$ cat src/hw/sfm_pkg.sv
// Package for the forward mask stages: sizes, register map and carriers
`default_nettype none
package sfm_pkg;
	localparam int PORTS = 11;
	localparam int QUEUES = 8;
	localparam int AGG_MASKS = 16;
	localparam int AGG_BASE = 64;
	localparam int SRC_BASE = 80;
	localparam int TABLE_TOP = 106;
	localparam int TABLE_ENTRIES = TABLE_TOP - AGG_BASE + 1;
	localparam int SRC_SLOT = SRC_BASE - AGG_BASE;
	localparam int POLICERS_W = 5;
	localparam int COUNT_W = 16;
	// Register byte addresses
	localparam logic [11:0] CTRL_ADDR = 12'h000;
	localparam logic [11:0] FILTER_ADDR = 12'h004;
	localparam logic [11:0] ISOLATED_ADDR = 12'h008;
	localparam logic [11:0] COMMUNITY_ADDR = 12'h00C;
	localparam logic [11:0] RXEN_ADDR = 12'h010;
	localparam logic [11:0] STATUS_ADDR = 12'h014;
	localparam logic [11:0] TABLE_ADDR = 12'h100;
	localparam logic [11:0] TABLE_END = 12'h1A8;
	// Control field positions
	localparam int CTRL_SKIP_FORWARD_PORT_SET = 0;
	localparam int CTRL_FLOOD_SKIP = 1;
	localparam int CTRL_LEARN_CHECK = 2;
	localparam int CTRL_W = 3;
	// Reset values
	localparam logic [CTRL_W-1:0] CTRL_RESET = 3'h0;
	localparam logic [PORTS-1:0] ALL_PORTS = 11'h7FF;
	localparam logic [PORTS-1:0] NO_PORTS = 11'h000;
	localparam logic [QUEUES-1:0] NO_QUEUES = 8'h00;
	// Mask modes of a rule action
	typedef enum logic [1:0] {
		SFM_MODE_NONE = 2'b00,
		SFM_MODE_PERMIT = 2'b01,
		SFM_MODE_POLICY = 2'b10,
		SFM_MODE_REDIRECT = 2'b11
	} sfm_mode_type;
	typedef struct packed {
		logic valid;
		logic [3:0] physical_ingress_port;
		logic [PORTS-1:0] forward_port_set;
		logic [QUEUES-1:0] host_queue_mask;
		logic learning_blocked_flag;
		logic forward_port_set_entry_hit;
		logic entry_skip_membership;
		logic [PORTS-1:0] vlan_member_mask;
		logic private_vlan_flag;
		logic vlan_source_check;
		logic vlan_no_learning;
		logic [3:0] aggregation_code;
		logic rule_host_copy_enable;
		logic [2:0] rule_host_queue_number;
		logic rule_learn_disable_sel;
		logic rule_first_hit_copy;
		logic [31:0] rule_match_counter;
		logic rule_first_lookup;
		logic rule_policer_enable;
		logic [POLICERS_W-1:0] rule_policer_index;
		logic rule_policer_exclusive;
		sfm_mode_type rule_mask_mode;
		logic [PORTS-1:0] rule_port_mask;
		logic rule_mirror_enable;
	} sfm_req_type;
	typedef struct packed {
		logic valid;
		logic [PORTS-1:0] forward_port_set;
		logic [QUEUES-1:0] host_queue_mask;
		logic learning_blocked_flag;
		logic policer_select;
		logic [POLICERS_W-1:0] policer_index;
		logic policer_exclusive;
		logic mirror_request;
	} sfm_res_type;
endpackage
`default_nettype wire

$ cat src/hw/sfm_stages.sv
// VLAN, aggregation and rule action stages with AHB-Lite configuration
`default_nettype none
module sfm_stages (
	// Clock and reset
	input wire logic hclk,
	input wire logic hresetn,
	// AHB-Lite slave
	input wire logic hsel,
	input wire logic [31:0] haddr,
	input wire logic [1:0] htrans,
	input wire logic hwrite,
	input wire logic [2:0] hsize,
	input wire logic [31:0] hwdata,
	input wire logic hready,
	output logic hreadyout,
	output logic hresp,
	output logic [31:0] hrdata,
	// Frame request from the earlier stages
	input wire sfm_pkg::sfm_req_type req,
	// Result for the later stages
	output sfm_pkg::sfm_res_type res
);
	function automatic logic port_bit(input logic [sfm_pkg::PORTS-1:0] m,
		input logic [3:0] p);
		port_bit = (p < 4'(sfm_pkg::PORTS)) ? m[p] : 1'b0;
	endfunction

	function automatic logic [sfm_pkg::QUEUES-1:0] queue_bit(
		input logic [2:0] q);
		queue_bit = sfm_pkg::QUEUES'(1) << q;
	endfunction

	logic [sfm_pkg::CTRL_W-1:0] ctrl;
	logic [sfm_pkg::PORTS-1:0] filter_mask;
	logic [sfm_pkg::PORTS-1:0] isolated_mask;
	logic [sfm_pkg::PORTS-1:0] community_mask;
	logic [sfm_pkg::PORTS-1:0] rx_forward_enable;
	logic [sfm_pkg::PORTS-1:0] port_group_mask_table [sfm_pkg::TABLE_ENTRIES];
	logic [sfm_pkg::COUNT_W-1:0] frame_count;
	logic [sfm_pkg::COUNT_W-1:0] blocked_count;

	// Bus address phase capture
	logic wr_pend;
	logic [11:0] wr_addr;
	wire logic take = hsel && hready && htrans[1];
	wire logic [11:0] a = haddr[11:0];
	wire logic in_table = a >= sfm_pkg::TABLE_ADDR &&
		a <= sfm_pkg::TABLE_END && a[1:0] == 2'b00;
	wire logic [5:0] rd_slot = 6'((a - sfm_pkg::TABLE_ADDR) >> 2);
	wire logic [5:0] wr_slot = 6'((wr_addr - sfm_pkg::TABLE_ADDR) >> 2);
	wire logic wr_table = wr_addr >= sfm_pkg::TABLE_ADDR &&
		wr_addr <= sfm_pkg::TABLE_END && wr_addr[1:0] == 2'b00;
	logic [31:0] next_rdata;

	always_comb begin
		if (a == sfm_pkg::CTRL_ADDR) begin
			next_rdata = 32'(ctrl);
		end else if (a == sfm_pkg::FILTER_ADDR) begin
			next_rdata = 32'(filter_mask);
		end else if (a == sfm_pkg::ISOLATED_ADDR) begin
			next_rdata = 32'(isolated_mask);
		end else if (a == sfm_pkg::COMMUNITY_ADDR) begin
			next_rdata = 32'(community_mask);
		end else if (a == sfm_pkg::RXEN_ADDR) begin
			next_rdata = 32'(rx_forward_enable);
		end else if (a == sfm_pkg::STATUS_ADDR) begin
			next_rdata = {blocked_count, frame_count};
		end else if (in_table) begin
			next_rdata = 32'(port_group_mask_table[rd_slot]);
		end else begin
			next_rdata = 32'h00000000;
		end
	end

	always_ff @(posedge hclk or negedge hresetn) begin
		if (!hresetn) begin
			wr_pend <= 1'b0;
			wr_addr <= 12'h000;
			hrdata <= 32'h00000000;
			hreadyout <= 1'b0;
			hresp <= 1'b0;
		end else begin
			hreadyout <= 1'b1;
			hresp <= 1'b0;
			wr_pend <= take && hwrite;
			if (take) begin
				wr_addr <= a;
			end
			if (take && !hwrite) begin
				hrdata <= next_rdata;
			end
		end
	end

	// Unmapped writes are dropped; status and counters are read only
	always_ff @(posedge hclk or negedge hresetn) begin
		if (!hresetn) begin
			ctrl <= sfm_pkg::CTRL_RESET;
			filter_mask <= sfm_pkg::NO_PORTS;
			isolated_mask <= sfm_pkg::ALL_PORTS;
			community_mask <= sfm_pkg::ALL_PORTS;
			rx_forward_enable <= sfm_pkg::ALL_PORTS;
			for (int i = 0; i < sfm_pkg::TABLE_ENTRIES; i++) begin
				// Source masks default to every port but the ingress one
				port_group_mask_table[i] <= (i >= sfm_pkg::SRC_SLOT &&
					i < sfm_pkg::SRC_SLOT + sfm_pkg::PORTS) ?
					sfm_pkg::ALL_PORTS & ~(sfm_pkg::PORTS'(1) <<
					(i - sfm_pkg::SRC_SLOT)) : sfm_pkg::ALL_PORTS;
			end
		end else if (wr_pend) begin
			if (wr_addr == sfm_pkg::CTRL_ADDR) begin
				ctrl <= hwdata[sfm_pkg::CTRL_W-1:0];
			end else if (wr_addr == sfm_pkg::FILTER_ADDR) begin
				filter_mask <= hwdata[sfm_pkg::PORTS-1:0];
			end else if (wr_addr == sfm_pkg::ISOLATED_ADDR) begin
				isolated_mask <= hwdata[sfm_pkg::PORTS-1:0];
			end else if (wr_addr == sfm_pkg::COMMUNITY_ADDR) begin
				community_mask <= hwdata[sfm_pkg::PORTS-1:0];
			end else if (wr_addr == sfm_pkg::RXEN_ADDR) begin
				rx_forward_enable <= hwdata[sfm_pkg::PORTS-1:0];
			end else if (wr_table) begin
				port_group_mask_table[wr_slot] <= hwdata[sfm_pkg::PORTS-1:0];
			end
		end
	end

	// VLAN analysis
	wire logic [3:0] pp = req.physical_ingress_port;
	wire logic skip_flags = ctrl[sfm_pkg::CTRL_SKIP_FORWARD_PORT_SET];
	wire logic skip_member = !skip_flags && ((req.forward_port_set_entry_hit &&
		req.entry_skip_membership) || (!req.forward_port_set_entry_hit &&
		ctrl[sfm_pkg::CTRL_FLOOD_SKIP]));
	wire logic [sfm_pkg::PORTS-1:0] member_keep = skip_member ?
		sfm_pkg::ALL_PORTS : req.vlan_member_mask;
	wire logic is_isolated = req.private_vlan_flag &&
		!port_bit(isolated_mask, pp);
	wire logic is_community = req.private_vlan_flag &&
		!port_bit(community_mask, pp);
	wire logic [sfm_pkg::PORTS-1:0] private_keep = is_isolated ?
		(isolated_mask & community_mask) : is_community ? isolated_mask :
		sfm_pkg::ALL_PORTS;
	wire logic filtering = port_bit(filter_mask, pp) ||
		req.vlan_source_check;
	wire logic filter_drop = filtering &&
		!port_bit(req.vlan_member_mask, pp);
	wire logic rx_drop = !port_bit(rx_forward_enable, pp);
	wire logic [5:0] src_slot = 6'(sfm_pkg::SRC_SLOT) + 6'(pp);
	wire logic [sfm_pkg::PORTS-1:0] src_keep =
		port_group_mask_table[src_slot];
	wire logic [sfm_pkg::PORTS-1:0] clear_keep =
		(filter_drop || rx_drop) ? sfm_pkg::NO_PORTS : sfm_pkg::ALL_PORTS;
	wire logic [sfm_pkg::PORTS-1:0] vlan_keep =
		member_keep & private_keep & src_keep & clear_keep;
	wire logic [sfm_pkg::PORTS-1:0] after_vlan =
		req.forward_port_set & vlan_keep;
	wire logic vlan_block = req.vlan_no_learning || (filter_drop &&
		ctrl[sfm_pkg::CTRL_LEARN_CHECK]);

	// Aggregation masking
	wire logic [sfm_pkg::PORTS-1:0] agg_keep =
		port_group_mask_table[6'(req.aggregation_code)];
	wire logic [sfm_pkg::PORTS-1:0] after_agg =
		after_vlan & agg_keep;

	// Rule action handling, applied in table order
	wire logic [sfm_pkg::QUEUES-1:0] qbit =
		queue_bit(req.rule_host_queue_number);
	wire logic [sfm_pkg::QUEUES-1:0] q_copy = req.rule_host_copy_enable ?
		qbit : sfm_pkg::NO_QUEUES;
	wire logic [sfm_pkg::QUEUES-1:0] q_once = (req.rule_first_hit_copy &&
		req.rule_match_counter == 32'h00000000) ?
		qbit : sfm_pkg::NO_QUEUES;
	wire logic [sfm_pkg::QUEUES-1:0] next_queue =
		req.host_queue_mask | q_copy | q_once;
	wire logic next_block = req.learning_blocked_flag || vlan_block ||
		req.rule_learn_disable_sel;
	wire logic next_police = req.rule_first_lookup &&
		req.rule_policer_enable;
	wire logic next_exclusive = req.rule_first_lookup &&
		req.rule_policer_exclusive;
	// Policy replaces the lookup result, the VLAN and aggregation masks still prune it
	wire logic [sfm_pkg::PORTS-1:0] policy_set =
		req.rule_port_mask & vlan_keep & agg_keep;
	logic [sfm_pkg::PORTS-1:0] next_forward_port_set;

	always_comb begin
		case (req.rule_mask_mode)
			sfm_pkg::SFM_MODE_PERMIT: begin
				next_forward_port_set = after_agg & req.rule_port_mask;
			end
			sfm_pkg::SFM_MODE_POLICY: begin
				next_forward_port_set = policy_set;
			end
			sfm_pkg::SFM_MODE_REDIRECT: begin
				next_forward_port_set = req.rule_port_mask;
			end
			default: begin
				next_forward_port_set = after_agg;
			end
		endcase
	end

	always_ff @(posedge hclk or negedge hresetn) begin
		if (!hresetn) begin
			res <= '0;
			frame_count <= '0;
			blocked_count <= '0;
		end else begin
			res.valid <= req.valid;
			res.forward_port_set <= req.valid ? next_forward_port_set : sfm_pkg::NO_PORTS;
			res.host_queue_mask <= req.valid ? next_queue :
				sfm_pkg::NO_QUEUES;
			res.learning_blocked_flag <= req.valid && next_block;
			res.policer_select <= req.valid && next_police;
			res.policer_index <= req.rule_policer_index;
			res.policer_exclusive <= req.valid && next_exclusive;
			res.mirror_request <= req.valid &&
				req.rule_mirror_enable;
			frame_count <= frame_count + COUNT_ONE(req.valid);
			blocked_count <= blocked_count +
				COUNT_ONE(req.valid && next_block);
		end
	end

	function automatic logic [sfm_pkg::COUNT_W-1:0] COUNT_ONE(input logic b);
		COUNT_ONE = {{(sfm_pkg::COUNT_W-1){1'b0}}, b};
	endfunction

	a_member_prune: assert property (@(posedge hclk) disable iff (!hresetn)
		req.valid && req.rule_mask_mode != sfm_pkg::SFM_MODE_REDIRECT &&
		!skip_member |=> (res.forward_port_set &
		~$past(req.vlan_member_mask)) == sfm_pkg::NO_PORTS)
		else $error("non-member port forwarded");
	a_skip_forced: assert property (@(posedge hclk) disable iff (!hresetn)
		req.valid && skip_flags &&
		req.rule_mask_mode != sfm_pkg::SFM_MODE_REDIRECT
		|=> (res.forward_port_set & ~$past(req.vlan_member_mask))
		== sfm_pkg::NO_PORTS)
		else $error("membership skip with forward_port_set flags ignored");
	a_filter_clear: assert property (@(posedge hclk) disable iff (!hresetn)
		req.valid && filter_drop &&
		req.rule_mask_mode != sfm_pkg::SFM_MODE_REDIRECT
		|=> res.forward_port_set == sfm_pkg::NO_PORTS)
		else $error("ingress filter did not clear set");
	a_rx_clear: assert property (@(posedge hclk) disable iff (!hresetn)
		req.valid && !port_bit(rx_forward_enable, pp) &&
		req.rule_mask_mode != sfm_pkg::SFM_MODE_REDIRECT
		|=> res.forward_port_set == sfm_pkg::NO_PORTS)
		else $error("receive disable did not clear set");
	a_isolated_prune: assert property (@(posedge hclk) disable iff (!hresetn)
		req.valid && is_isolated &&
		req.rule_mask_mode != sfm_pkg::SFM_MODE_REDIRECT
		|=> (res.forward_port_set & ~$past(isolated_mask & community_mask))
		== sfm_pkg::NO_PORTS)
		else $error("isolated frame reached private port");
	a_learn_check: assert property (@(posedge hclk) disable iff (!hresetn)
		req.valid && filter_drop && ctrl[sfm_pkg::CTRL_LEARN_CHECK]
		|=> res.learning_blocked_flag)
		else $error("filter drop left learning on");
	a_host_copy: assert property (@(posedge hclk) disable iff (!hresetn)
		req.valid && req.rule_host_copy_enable
		|=> res.host_queue_mask[$past(req.rule_host_queue_number)])
		else $error("host copy queue bit missing");
	a_redirect_mask: assert property (@(posedge hclk) disable iff (!hresetn)
		req.valid && req.rule_mask_mode == sfm_pkg::SFM_MODE_REDIRECT
		|=> res.forward_port_set == $past(req.rule_port_mask))
		else $error("redirect did not replace set");
	a_police_first: assert property (@(posedge hclk) disable iff (!hresetn)
		res.policer_select |-> $past(req.rule_first_lookup))
		else $error("policer chosen outside first lookup");
	a_agg_prune: assert property (@(posedge hclk) disable iff (!hresetn)
		req.valid && req.rule_mask_mode == sfm_pkg::SFM_MODE_NONE
		|=> (res.forward_port_set & ~$past(agg_keep))
		== sfm_pkg::NO_PORTS)
		else $error("port outside aggregation mask kept");
	c_filter_drop: cover property (@(posedge hclk) req.valid && filter_drop);
	c_private_comm: cover property (@(posedge hclk)
		req.valid && is_community && !is_isolated);
	c_policy: cover property (@(posedge hclk)
		req.valid && req.rule_mask_mode == sfm_pkg::SFM_MODE_POLICY);
	c_bus_write: cover property (@(posedge hclk) wr_pend && wr_table);
endmodule
`default_nettype wire

$ cat config.mk
export PLATFORM = sky130hd
export DESIGN_NAME = sfm_stages
export DESIGN_NICKNAME = d
export VERILOG_FILES = /design/src/hw/sfm_pkg.sv /design/src/hw/sfm_stages.sv
export SDC_FILE = /design/constraint.sdc
export NUM_CORES = 1
export LEC_CHECK = 0
export BUFFER_PORTS_ARGS = -buffer_cell sky130_fd_sc_hd__buf_2
export CORE_ASPECT_RATIO = 1.25
export CORE_MARGIN = 5
export CORE_UTILIZATION = 40
export CTS_BUF_LIST = sky130_fd_sc_hd__clkbuf_8
export CTS_CLUSTER_SIZE = 20
export DETAILED_ROUTE_END_ITERATION = 7
export GPL_TIMING_DRIVEN = 0
export PLACE_DENSITY = 0.61
export SYNTH_ARGS = -nofsm -noshare
export SYNTH_HDL_FRONTEND = slang
export SYNTH_SLANG_ARGS = --single-unit
export TNS_END_PERCENT = 30
$ cat constraint.sdc
create_clock -name hclk -period 2.7 [get_ports hclk]
set_input_delay 0.54 -clock hclk [delete_from_list [all_inputs] [get_ports hclk]]
set_output_delay 0.54 -clock hclk [all_outputs]
set_load 0.02 [all_outputs]
==> results.cfg, run 1 <==
[routing]
postRouteWirelength_mm = 115
routed_via_density = 5.95
avgRoutedWirePerCell_um = 29.5
detail_route.iter0.violations = 1940
dr_total_vias = 23135
drt_pre_antenna_iters = 6
antenna_violating_nets_post_route = 0
drc = 0

[setup_path]
critical_path_class = in -> reg
slowest_delay_ps = 620
worst_ep_required_time_ps = 3360
path_delay_family = buffers and inverters
setup.worst_path.start_class = input pin
end_kind = flop
timing.critical_path.from = req[103]
reg2reg_to = blocked_count[12]$_DFF_PN0_
r2r-start = filter_mask[5]$_DFFE_PN0P_
worst-r2r-setup-slack_ps = 120
critPathArrivalTime_ps = 3350
cpMostUsedCell = sky130_fd_sc_hd__buf_2
critical_path_peak_fanout = 10
reg2reg_depth = 12
critical-path-slowest-cell = sky130_fd_sc_hd__nor3_1
crit_buf_inv = 5
critical_path_cell_sequence = buf_2, buf_4, buf_2, clkbuf_2, buf_2, nor3b_1, nor3_1, o2111ai_1, o31ai_1

[synth]
ys_top_cells_by_count = 535 x sky130_fd_sc_hd__mux2_2, 495 x sky130_fd_sc_hd__dfstp_2, 170 x sky130_fd_sc_hd__mux4_2, 132 x sky130_fd_sc_hd__dfrtp_1, 110 x sky130_fd_sc_hd__mux2i_1
synth.yosys.warnings = 0
area_leader_netlist = sky130_fd_sc_hd__dfstp_2
syn-cell-area_um2 = 33100
synthDistinctLibCells = 73
synth.top_cells.by_area = sky130_fd_sc_hd__dfstp_2 39%, sky130_fd_sc_hd__mux2_2 18%, sky130_fd_sc_hd__mux4_2 12%
synth_edf_count = 0
postSynthRegisterBits = 627
synth_fp_nets = 2598
synthArstFlopShare_pct = 100
prevailing_post_synth_register_cell = sky130_fd_sc_hd__dfstp_2
syn_avg_cell_area_um2 = 13.7
synth_top_cell_area_share_pct = 39.2
netlist_instances = 2415
seq_area_frac_synth_pct = 49.2
yosys.cell_count.top_type = sky130_fd_sc_hd__mux2_2

[grt]
first_pass_grt_wire_length_mm = 168
grt_pass1_vias = 24513
grt_max_degree = 129
antenna_found_initial = 6
globalRouteTotalUtil_pct = 25.4
grt.overflow.total = 0

[floorplan]
die_area_um2 = 88800
std_cell_rows = 118
effective_utilization_at_floorplan_pct = 40.2
boundary_pin_count = 242
die-height_um = 332
core_area_um2 = 82500
die_width_um = 267

[clock_tree]
cts_inserted_buffers = 107
max-clock-path-buffers = 3
ctsHtreeMaxLevel = 3
clock_tree_from_tritoncts = built
clk_transition_reported_paths_ps = 60
cts-root-buf = sky130_fd_sc_hd__clkbuf_8
clk_latency_ps = 780
numClockSinks = 627

[hold_path]
hold-path-endpoint = res[1]$_DFF_PN0_
whs_path_depth = 2
hold_path_startpoint = req[14]
hold_path_class = in -> reg

[sta]
post-route-period-util_pct = 99.9
final-setup-viol-count = 0
slew_viol_final = 0
max_freq_mhz = 371
finClkSkew_ps = 67.0
hold_violations = 0
unrepaired_setup_endpoints_after_global_routing = true
fin_hold_ws_ps = 46.8
worst-slew-pin-transition_ps = 1350
finalCriticalPeriod_ps = 2700
relSlewSlack_pct = 9.43

[placed_design]
dpl-instance-area_um2 = 35600
numPortBuffers = 175
gpl.final_weighted_congestion = 0.980
detailed_place_hpwl_mm = 85.6

[finish]
share_of_cells_above_drive_strength_1_pct = 59.9
filler_cell_count = 7347
finish.net_count = 2908
final_cell_area_um2 = 38000
multi_input_area_um2 = 15700
area_growth_syn_to_layout_pct = 14.6
sequential_cell_area_um2 = 16300

[pwr]
cellLeakagePower_nw = 15.6
cell_area_power_density_nw_per_um2 = 551
worst_ir_drop_vdd_uv = 320

[run]
timing.max_cap.violations = 0

[status]
run_status = complete, no violations
[sequential cells by signal (all words and copies together), names as in the netlist]
register	count
wr_pend	1
blocked_count	16
res	29
hreadyout	1
isolated_mask	11
hrdata	32
rx_forward_enable	11
port_group_mask_table	473
community_mask	11
frame_count	16
filter_mask	11
ctrl	3
wr_addr	12
[repair_timing]
item / CTS / global route
pin swaps: 3 / 1
hold endpoints to repair: 45 / 0
hold buffers: 17 / 0
resized for setup: 9 / 15
buffers inserted: 3 / 1
setup endpoints to repair: 222 / 110
[cell usage in the layout, fill, tap and decap left out, drive strengths merged, types with 9 or more instances in the layout]
| master | n |
|---|---|
| mux2 | 535 |
| dfstp | 495 |
| buf | 307 |
| clkbuf | 232 |
| mux4 | 180 |
| dfrtp | 132 |
| mux2i | 110 |
| nor2 | 104 |
| nand2 | 103 |
| a22oi | 68 |
| inv | 66 |
| nor3 | 63 |
| nand3 | 43 |
| a21oi | 31 |
| o21ai | 29 |
| nor2b | 24 |
| a22o | 21 |
| xnor2 | 18 |
| nor4 | 18 |
| o2111ai | 17 |
| dlygate4sd3 | 17 |
| o22ai | 16 |
| nand2b | 15 |
| nand4 | 12 |
| nand3b | 11 |
| o2bb2ai | 11 |
| xor2 | 10 |
| and4 | 10 |
| a211oi | 10 |
| o31ai | 9 |
[metal layers]
layer	vias up	global-route usage (%)	wire length [um]
li1	9750	-	-
met4	4	13.4	6870
met2	1033	42.0	56000
met1	12097	31.7	44200
met5	-	0	26
met3	251	4.59	7760
[final cells by class]
cell class              count  share of cell area [%]
inverters                  12                   0.119
well taps                1080                    3.56
plain buffers             224                    3.22
diodes                      4                  0.0263
repair buffers            201                    3.22
clock buffers             131                    4.75
multi-input cells        1552                    41.3
clock inverters            60                   0.883
flip-flops and latches    627                    42.9
[kinds of logic (layout without fill, tap and decap cells)]
group	Yosys count	after routing	synth area share [%]
mux	825	825	33.8
flops	627	627	49.2
simple gates	434	434	6.66
compound gates	259	259	5.69
buf+inv	236	628	3.72
xor+xnor	28	28	0.740
fa+ha+maj	4	4	0.151
other cells	2	6	0.0227
[power breakdown]
| part | internal, mW | switching [mW] | total, mW | leakage (nW) |
|---|---|---|---|---|
| clock network | 4.50 | 4.11 | 8.61 | 1.27 |
| logic | 0.821 | 1.43 | 2.25 | 7.48 |
| registers | 9.79 | 0.265 | 10.1 | 6.87 |
[worst max path at each step]
stage / end / slack, ps / cells past startpoint
after global placement: hreadyout$_DFF_PN0_ / -11280 / 1
after floorplan: blocked_count[15]$_DFF_PN0_ / -20 / 11
after CTS: res[24]$_DFF_PN0_ / -40 / 8
final: res[26]$_DFF_PN0_ / 3 / 9
after detailed placement: blocked_count[15]$_DFF_PN0_ / -990 / 12
after global routing: blocked_count[15]$_DFF_PN0_ / -40 / 10
[per-stage QoR]
| stage | total power, mW | util, % | TNS, ps | cells | setup WS [ps] |
|---|---|---|---|---|---|
| 6_report | 20.9 | 46.0 | 0 | 3891 | 2.56 |
| 5_1_grt | 21.7 | 46.0 | -58.9 | 3889 | -41.0 |
| 4_1_cts | 21.1 | 46.0 | -38.3 | 3886 | -38.3 |
| 3_5_place_dp | 12.4 | 43.1 | -51950 | 3675 | -989 |
| 3_3_place_gp | 12.3 | 42.9 | -5111290 | 3670 | -11280 |
| 2_1_floorplan | 11.3 | - | -23.9 | 2415 | -23.9 |
(Power assumes the default switching activity.)
==> run 2, diff against run 1 <==
Settings changed: SETUP_SLACK_MARGIN set to 0.4.
==> run 2 against run 1 <==
- count of clock-buffer cells in the layout grew 3
- first-iteration DRC count shrank 9.9%
- utilization grew 1.7 points
- critical path depth is the same
- die area is the same
- via count grew 1.5%
- cell area grew 3.7%
- register-to-register slack gained 140 ps
- critical endpoint is now res[19]$_DFF_PN0_
==> results.cfg, run 2 (same netlist as run 1, synthesis figures left out) <==
[routing]
drc = 0
detail_route.iter0.violations = 1748
drt_pre_antenna_iters = 5
routed_via_density = 5.96
dr_total_vias = 23475
antenna_violating_nets_post_route = 0
avgRoutedWirePerCell_um = 30.2
postRouteWirelength_mm = 119

[floorplan]
die-height_um = 332
die_width_um = 267
die_area_um2 = 88800
std_cell_rows = 118
core_area_um2 = 82500
effective_utilization_at_floorplan_pct = 40.2
boundary_pin_count = 242

[setup_path]
critical_path_cell_sequence = buf_2, buf_4, buf_4, clkbuf_2, buf_2, nor3_1, nor3_1, o211ai_1, o31ai_1
path_delay_family = buffers and inverters
critical-path-slowest-cell = sky130_fd_sc_hd__nor3_1
reg2reg_depth = 9
slowest_delay_ps = 560
worst_ep_required_time_ps = 3330
critical_path_cell_count = 9
crit_buf_inv = 5
end_kind = flop
critPathArrivalTime_ps = 3120
critical_path_class = in -> reg
setup.worst_path.start_class = input pin
critical_path_peak_fanout = 11

[finish]
reg_top3 = port_group_mask_table (473), hrdata (32), res (29)
area_growth_syn_to_layout_pct = 18.8
final_common_cell = sky130_fd_sc_hd__dfstp_2
share_of_cells_above_drive_strength_1_pct = 63.0
number_of_flip_flops_in_the_largest_register = 473
top_register = port_group_mask_table
filler_cell_count = 7239
finish.utilization_pct = 47.7
most-common-layout-cells = 495 x sky130_fd_sc_hd__dfstp_2, 456 x sky130_fd_sc_hd__mux2_2, 215 x sky130_fd_sc_hd__buf_2, 170 x sky130_fd_sc_hd__mux4_2, 134 x sky130_fd_sc_hd__clkbuf_8
finish.net_count = 2956

[sta]
hold_violations = 0
final.setup.tns_ps = 0
max_freq_mhz = 402
slew_viol_final = 0
finClkSkew_ps = 71.9
unrepaired_setup_endpoints_after_global_routing = true
relSlewSlack_pct = 10.3
post-route-period-util_pct = 92.2
final-setup-viol-count = 0
finalCriticalPeriod_ps = 2490
worst-slew-pin-transition_ps = 1350

[pwr]
cell_area_power_density_nw_per_um2 = 548
cellLeakagePower_nw = 16.1
worst_ir_drop_vdd_uv = 347

[placed_design]
gpl.final_weighted_congestion = 0.940
numPortBuffers = 175
detailed_place_hpwl_mm = 86.1

[grt]
grt_pass1_vias = 24779
antenna_found_initial = 3
globalRouteTotalUtil_pct = 26.0
first_pass_grt_wire_length_mm = 171
grt.overflow.total = 0
grt_max_degree = 135

[clock_tree]
clk_transition_reported_paths_ps = 60
max-clock-path-buffers = 3
clock_tree_from_tritoncts = built
ctsHtreeMaxLevel = 3
clk_latency_ps = 760
numClockSinks = 627
cts-root-buf = sky130_fd_sc_hd__clkbuf_8
cts_inserted_buffers = 105

[run]
timing.max_cap.violations = 0

[status]
run_status = complete, no violations

[hold_path]
hold_path_class = in -> reg
whs_path_depth = 2
==> run 2: per-stage QoR <==
step	cell area, um^2	worst slack, ps	instances	power (mW)	hold WS, ps
2_1_floorplan	33200	50.9	2415	11.3	244
3_3_place_gp	35400	-11190	3670	12.3	468
3_5_place_dp	35600	-934	3675	12.4	467
4_1_cts	38800	227	3917	21.8	1.18
5_1_grt	39400	197	3938	22.4	42.3
6_report	39400	212	3940	21.6	67.2
==> run 2: per-layer routing <==
metal  global-route usage [%]  share of wire [%]
met4                     13.5                6.3
met1                     32.5                 39
met5                        0             0.0092
met2                     43.4                 48
met3                     4.06                6.4
==> run 2: final cells by class <==
type                       instances  area [um^2]  area share (%)
multi-input combinational       1552        16300            41.3
clock inverter                    57          425            1.08
antenna                            3         7.51          0.0191
inverter                          12         45.0           0.114
clock buffer                     134         1840            4.68
buffer                           224         1430            3.63
sequential                       627        16300            41.4
tap                             1080         1350            3.43
timing repair buffer             251         1710            4.34
==> run 2: what timing repair did <==
item                                    in CTS  in global routing
buffers inserted                            22                 12
endpoints found under the setup margin     558                507
pin swaps                                   23                 22
gates cloned                                 8                  8
resized for setup                          159                146
hold endpoints to repair                    64                  0
hold buffers                                21                  0
==> run 2: worst paths after layout <==
check	from	end	slack [ps]
worst max-delay path	req[103]	res[19]$_DFF_PN0_	210
worst min-delay path	haddr[10]	wr_addr[10]$_DFFE_PN0P_	70
worst max register to register	wr_addr[1]$_DFFE_PN0P_	port_group_mask_table[322]$_DFFE_PN1P_	260
worst min register to register	blocked_count[15]$_DFF_PN0_	blocked_count[15]$_DFF_PN0_	470
max in group asynchronous	hresetn	port_group_mask_table[236]$_DFFE_PN0P_	660
min in group asynchronous	hresetn	hrdata[19]$_DFFE_PN0P_	410
==> run 2: report_power, final <==
group | leakage (nW) | internal (mW) | switching [mW]
logic | 7.97 | 0.876 | 1.49
clock network | 1.31 | 5.04 | 4.09
registers | 6.86 | 9.79 | 0.291
total | 16.1 | 15.7 | 5.87
